### config.mk
export PLATFORM = sky130hd
export DESIGN_NAME = i2c_bus_watchdog
export DESIGN_NICKNAME = d
export VERILOG_FILES = /design/src/rtl/edge_timer.v /design/src/rtl/i2c_bus_watchdog.v
export VERILOG_INCLUDE_DIRS = /design/src /design/src/rtl
export SDC_FILE = /design/constraint.sdc
export NUM_CORES = 1
export LEC_CHECK = 0
export ABC_AREA = 1
export BUFFER_PORTS_ARGS = -buffer_cell sky130_fd_sc_hd__buf_2
export CORE_ASPECT_RATIO = 1.1
export CORE_MARGIN = 2
export CORE_UTILIZATION = 23
export CTS_BUF_LIST = sky130_fd_sc_hd__clkbuf_8
export DETAILED_ROUTE_END_ITERATION = 16
export GPL_TIMING_DRIVEN = 0
export PLACE_DENSITY = 0.43
export SETUP_SLACK_MARGIN = 0.05
export SYNTH_ARGS = -nofsm -noshare
export SYNTH_HDL_FRONTEND = slang
export SYNTH_HIERARCHICAL = 1
export SYNTH_SLANG_ARGS = --single-unit
export TNS_END_PERCENT = 100
### constraint.sdc
create_clock -name clock -period 1.6 [get_ports clock]
set_input_delay 0.08 -clock clock [delete_from_list [all_inputs] [get_ports clock]]
set_output_delay 0.08 -clock clock [all_outputs]
set_load 0.03 [all_outputs]
### src/rtl/bus_watchdog_map.vh
/*
 Constants for the host-bus watchdog: command code, field layout,
 reset value, timing counts, masked key value and the police load value.
 Assumes inclusion by bare name from the watchdog design files.
*/
`ifndef BUS_WATCHDOG_MAP_VH
`define BUS_WATCHDOG_MAP_VH
`define WD_CMD_CONTROL 8'h42
`define WD_BIT_FLAG 0
`define WD_KEY_LSB 1
`define WD_KEY_MSB 4
`define WD_KEY_MASKED 4'hb
`define WD_CONTROL_RESET 8'h16
`define WD_CLOCK_HZ 50000000
`define WD_TIMEOUT_MS 2000
`define WD_TICK_US 1000
`define WD_PRESCALE_CYCLES ((`WD_CLOCK_HZ / 1000000) * `WD_TICK_US)
`define WD_TIMEOUT_TICKS (`WD_TIMEOUT_MS * 1000 / `WD_TICK_US)
`define WD_POLICE_ONES 8'hff
`endif

### src/rtl/edge_timer.v
/*
 Prescaled inactivity timer: a tick prescaler and a tick counter,
 both restarted by a one-cycle restart pulse; pulses expired once.
 Assumes restart comes from logic on the same clock.
*/
`timescale 1ns/1ps
`default_nettype none
`include "bus_watchdog_map.vh"
module edge_timer #(
   parameter PRESCALE = 50000,
   parameter TICKS = 2000
) (
   input wire clock,
   input wire rst,
   input wire restart,
   output reg expired
);
   reg [31:0] pre_r; // Cycles within a tick
   reg [31:0] tick_r; // Ticks since last restart
   reg done_r; // Already expired since restart

   // Prescaler and tick count, cleared on each edge
   always @(posedge clock) begin
      if (rst || restart) begin
         pre_r <= 32'h0;
         tick_r <= 32'h0;
         done_r <= 1'b0;
         expired <= 1'b0;
      end else begin
         expired <= 1'b0;
         if (pre_r == PRESCALE - 1) begin
            pre_r <= 32'h0;
            if (!done_r) begin
               if (tick_r == TICKS - 1) begin
                  expired <= 1'b1;
                  done_r <= 1'b1;
                  tick_r <= 32'h0;
               end else begin
                  tick_r <= tick_r + 32'h1;
               end
            end
         end else begin
            pre_r <= pre_r + 32'h1;
         end
      end
   end
endmodule // edge_timer
`default_nettype wire

### src/rtl/i2c_bus_watchdog.v
/*
 Host-bus watchdog of an eight-channel power controller. Holds the
 watchdog control register and drives the shutdown strobes that clear
 the channel register groups. Assumes the I2C slave decodes commands
 into cmd, wr_en, wr_data and a same-clock read; scl is a raw pin.
*/
`timescale 1ns/1ps
`default_nettype none
`include "bus_watchdog_map.vh"
module i2c_bus_watchdog #(
   parameter PRESCALE = `WD_PRESCALE_CYCLES,
   parameter TICKS = `WD_TIMEOUT_TICKS,
   parameter CHANNELS = 8
) (
   input wire clock,
   input wire rst,
   input wire scl_in,
   input wire [7:0] cmd,
   input wire wr_en,
   input wire [7:0] wr_data,
   output reg [7:0] rd_data,
   input wire [CHANNELS-1:0] pg_now,
   input wire [CHANNELS-1:0] pe_now,
   output reg expired_pulse,
   output reg channels_off,
   output reg clear_fields,
   output reg load_police_ones,
   output reg [7:0] police_value,
   output reg [CHANNELS-1:0] power_good_status,
   output reg [CHANNELS-1:0] power_enable_status,
   output reg [CHANNELS-1:0] power_good_change_event,
   output reg [CHANNELS-1:0] power_enable_change_event,
   output reg telemetry_freeze,
   output reg expiry_flag
);
   reg scl_s1_r; // Synchroniser first stage
   reg scl_s2_r; // Synchroniser second stage
   reg scl_d_r; // Delayed copy for edge detect
   wire scl_edge; // Either edge on clock line
   wire timer_exp; // Timer ran out
   reg [3:0] watchdog_mask_key; // Mask key field
   wire masked; // Watchdog masked
   wire hit; // Write to control register
   wire flag_clr; // Host writes zero to flag
   localparam [7:0] CTL_RESET = `WD_CONTROL_RESET; // Control byte after reset

   // Two-flop synchroniser, then edge detect on second stage
   always @(posedge clock) begin
      if (rst) begin
         scl_s1_r <= 1'b1;
         scl_s2_r <= 1'b1;
         scl_d_r <= 1'b1;
      end else begin
         scl_s1_r <= scl_in;
         scl_s2_r <= scl_s1_r;
         scl_d_r <= scl_s2_r;
      end
   end
   assign scl_edge = scl_s2_r ^ scl_d_r;

   // Inactivity timer
   edge_timer #(
      .PRESCALE(PRESCALE),
      .TICKS(TICKS)
   ) u_timer (
      .clock(clock),
      .rst(rst),
      .restart(scl_edge),
      .expired(timer_exp)
   );

   assign hit = wr_en && (cmd == `WD_CMD_CONTROL);
   assign flag_clr = hit && !wr_data[`WD_BIT_FLAG];
   assign masked = (watchdog_mask_key == `WD_KEY_MASKED);

   // Control register: key and sticky flag, set beats clear
   always @(posedge clock) begin
      if (rst) begin
         watchdog_mask_key <= CTL_RESET[`WD_KEY_MSB:`WD_KEY_LSB];
         expiry_flag <= 1'b0;
      end else begin
         if (hit) begin
            watchdog_mask_key <= wr_data[`WD_KEY_MSB:`WD_KEY_LSB];
         end
         if (timer_exp) begin
            expiry_flag <= 1'b1;
         end else if (flag_clr) begin
            expiry_flag <= 1'b0;
         end
      end
   end

   // Read data: control byte, upper bits zero
   always @(posedge clock) begin
      if (rst) begin
         rd_data <= 8'h0;
      end else if (cmd == `WD_CMD_CONTROL) begin
         rd_data <= {3'h0, watchdog_mask_key, expiry_flag};
      end else begin
         rd_data <= 8'h0;
      end
   end

   // Telemetry freeze from expiry until flag cleared
   always @(posedge clock) begin
      if (rst) begin
         telemetry_freeze <= 1'b0;
      end else if (timer_exp) begin
         telemetry_freeze <= 1'b1;
      end else if (flag_clr) begin
         telemetry_freeze <= 1'b0;
      end
   end

   // Shutdown strobes, one cycle after expiry when unmasked
   always @(posedge clock) begin
      if (rst) begin
         expired_pulse <= 1'b0;
         channels_off <= 1'b0;
         clear_fields <= 1'b0;
         load_police_ones <= 1'b0;
         police_value <= 8'h0;
      end else begin
         expired_pulse <= timer_exp;
         channels_off <= timer_exp && !masked;
         clear_fields <= timer_exp && !masked;
         load_police_ones <= timer_exp && !masked;
         police_value <= `WD_POLICE_ONES;
      end
   end

   // Power status and change events; shutdown forces status low
   always @(posedge clock) begin
      if (rst) begin
         power_good_status <= {CHANNELS{1'b0}};
         power_enable_status <= {CHANNELS{1'b0}};
         power_good_change_event <= {CHANNELS{1'b0}};
         power_enable_change_event <= {CHANNELS{1'b0}};
      end else if (timer_exp && !masked) begin
         power_good_status <= {CHANNELS{1'b0}};
         power_enable_status <= {CHANNELS{1'b0}};
         power_good_change_event <= power_good_change_event | power_good_status;
         power_enable_change_event <= power_enable_change_event | power_enable_status;
      end else begin
         power_good_status <= pg_now;
         power_enable_status <= pe_now;
         power_good_change_event <= power_good_change_event | (pg_now ^ power_good_status);
         power_enable_change_event <= power_enable_change_event | (pe_now ^ power_enable_status);
      end
   end
endmodule // i2c_bus_watchdog
`default_nettype wire

==> flow_summary.ini <==
[grt]
gr-usage-met3_pct = 3.774
busiest_layer = met2
grt_usage_pct = 12.92
antenna_found_initial = 0
grt_pass1_wl_mm = 30.18
grtUsageMet2_pct = 22.35
grtUsageMet1_pct = 15.85
grt_pass1_vias = 6072
overflow = 0
grt_max_degree = 17

[sta]
setup_viol = 16
fmax_mhz = 614.3
worst_pin_slew_ns = 0.6607
fin_crit_sh_pct = 101.7
rsz0062_at_grt = yes
final.min_clock_period_ns = 1.628
worst_clock_skew_ns = 0.01246
timing.hold.ws_ns = 0.09892
setup_ws_ns = -0.02790
slew_headroom_pct = 55.95
hold_viol = 0
slew_violations = 0

[synth]
synth.cell_area_um2 = 6431
ys_top_cells_by_area = dfxtp_1 (35%), nand2_1 (19%), inv_1 (8.4%)
syn_inst = 1004
yosysMostFrequentCell = nand2_1
ys_warn_count = 6
synth_edf_count = 0
yosys.area.top_type = dfxtp_1
seq_area_frac_synth_pct = 35.49
synth_cell_type_count = 35
synth_ff_type = dfxtp_1
synth_area_per_cell_um2 = 6.406
ys_top_cells_by_count = nand2_1 (324), inv_1 (144), nor2_1 (133)
yosysTopAreaCellShare_pct = 35.49
synth-async-reset-ratio_pct = 0
ys_ff_latch = 114

[pwr]
swShare_pct = 26.94
p_leak_uw = 0.003945
power_density_nw_per_um2 = 762.3
comb_power_share_pct = 10.3
cellInternalPower_uw = 4905
p_sw_uw = 1809
pwr-share-seq_pct = 44.0
clock_power_share_pct = 45.6
ir_drop_mv = 0.4590

[clock_tree]
htreeDepth = 4
cts-buffers-inserted = 17
cts_root_buf = clkbuf_8
clkLatencyLatePin_ns = 0.45
cts_tree = yes
clockBufferDepth = 2
clk_pin_slew_ns = 0.07
cts.sinks = 114

[layout]
final_area_um2 = 8807
drive_gt1_share_pct = 28.99
area_delta_synth_final_pct = 36.95
fill_cells = 3032
n_antenna_cell = 0
nNetsFinal = 1198

[route]
postRouteAntennaNets = 0
via_per_inst = 4.138
routed-via-count = 6356
routedWlPerCell_um = 11.91
wl_mm = 18.29
drc = 0
drtIter0Drc = 275
dr.pass1.iters = 4

[setup_path]
required_ns = 1.98
worstSetupPathType = reg2reg
path_max_fanout = 5
cp-end-kind = register
cp.arrival_ns = 2.00
startpoint_type = register

[floorplan]
coreArea_um2 = 27630
dieArea_um2 = 29320
initial_core_util_pct = 23.28
ioPinCount = 90
die_x_um = 163.4
die_height_um = 179.4
rows = 64

[outcome]
violations = negative setup slack
status = complete, but fails checks

[placed_design]
dp_hpwl_mm = 13.23
globalplace.congestion = 0.7973
numPortBuffers = 83
dpl_worst_slack_ns = -0.2125
dpl_cell_area_um2 = 7308

[worst_hold_path]
hp-class = in2reg

[job]
timing.max_cap.violations = 0
## final cells by class
type / instances / area, um2 / share of cell area [%]
Clock buffer: 17 / 234.0 / 2.657
Multi-Input combinational cell: 709 / 3749 / 42.56
Inverter: 152 / 584.3 / 6.634
Sequential cell: 114 / 2310 / 26.23
Timing Repair Buffer: 135 / 979.7 / 11.12
Tap cell: 363 / 454.2 / 5.157
Clock inverter: 15 / 207.7 / 2.358
Buffer: 31 / 289.0 / 3.282
## flip-flops by register name, summed over array words and instances, names as in the netlist, 4 cells and up
register	flops
watchdog_mask_key	4
u_timer/pre_r	32
power_good_change_event	8
power_enable_status	8
rd_data	5
power_enable_change_event	8
u_timer/tick_r	32
power_good_status	8
## cell usage in the layout (no fill, tap or decap), drive strengths merged
cell type and instances:
nand2 335, nor2 162, inv 153, buf 131, dfxtp 114, nand3 80, a21oi 42, dlygate4sd3 30
xor2 30, nand4 23, clkbuf 22, nor3 8, clkinv 6, or2 5, bufinv 4, clkinvlp 4
o21ai 4, o21bai 4, conb 3, xnor2 3, nand3b 2, nor4 2, ha 2, nor3b 2
and2 1, and3 1
## routing by layer
layer / routed length (um) / up-vias
li1: - / 3371
met1: 8401 / 2851
met2: 8753 / 119
met3: 988 / 15
met4: 144 / 0
met5: 0 / -
## worst paths after layout
kind / from / to / slack, ns / cells past startpoint
min reg2reg: scl_s1_r$_SDFF_PP1_ / scl_s2_r$_SDFF_PP1_ / 0.42 / 1
max: u_timer/pre_r[6]$_SDFF_PP0_ / u_timer/tick_r[29]$_SDFFE_PP0P_ / -0.03 / 10
max reg2reg: u_timer/pre_r[6]$_SDFF_PP0_ / u_timer/tick_r[29]$_SDFFE_PP0P_ / -0.03 / 10
min: cmd[5] / watchdog_mask_key[1]$_SDFFE_PP1P_ / 0.1 / 7
## kinds of logic (layout without fill, tap and decap cells)
logic type	Yosys count	count (layout)	share of synthesized area [%]
AOI/OAI and AO/OA	50	50	4.397
and+or+nand+nor	621	621	42.65
DFF	114	114	35.49
xor gates and xnor gates	33	33	4.494
other	1	3	0.05831
buffers and inverters	183	350	12.53
adders and majority gates	2	2	0.3890
## worst max-delay path, stage by stage (launching register included)
cell and delay [ns]:
dfxtp_1 0.42, inv_1 0.09, nor2_1 0.13, nand3_2 0.11, nor2_4 0.13, nand2_4 0.09, nor2_8 0.17, buf_6 0.12
buf_8 0.11, nand2_2 0.06, a21oi_2 0.12
## power groups by stage
stage | clock network [uW] | logic (uW) | registers [uW]
6_report | 3060 | 695 | 2960
2_1_floorplan | 0 | 248 | 3140
5_1_grt | 3320 | 762 | 2970
4_1_cts | 3180 | 630 | 2960
3_5_place_dp | 0 | 549 | 3020
3_3_place_gp | 0 | 549 | 3020
## through the flow
| stage | std cells | total power [uW] | utilization [%] | setup TNS [ns] |
|---|---|---|---|---|
| floorplan | 1006 | 3384 | - | 0 |
| global placement | 1452 | 3568 | 26.45 | -9.560 |
| detailed placement | 1452 | 3567 | 26.45 | -8.899 |
| CTS | 1527 | 6771 | 30.59 | -0.3247 |
| global route | 1536 | 7050 | 31.88 | -6.149 |
| finish | 1536 | 6714 | 31.88 | -0.2097 |
## repair_timing
action / 4_1_cts / 5_1_grt
endpoints found under the setup margin: 58 / 66
setup buffers: 11 / 8
pin swaps: 17 / 16
hold buffers: 30 / 0
hold endpoints to repair: 33 / 0
gates cloned: 2 / 2
gates resized for setup: 81 / 85
Note: power is estimated with default switching activity, not from simulation.
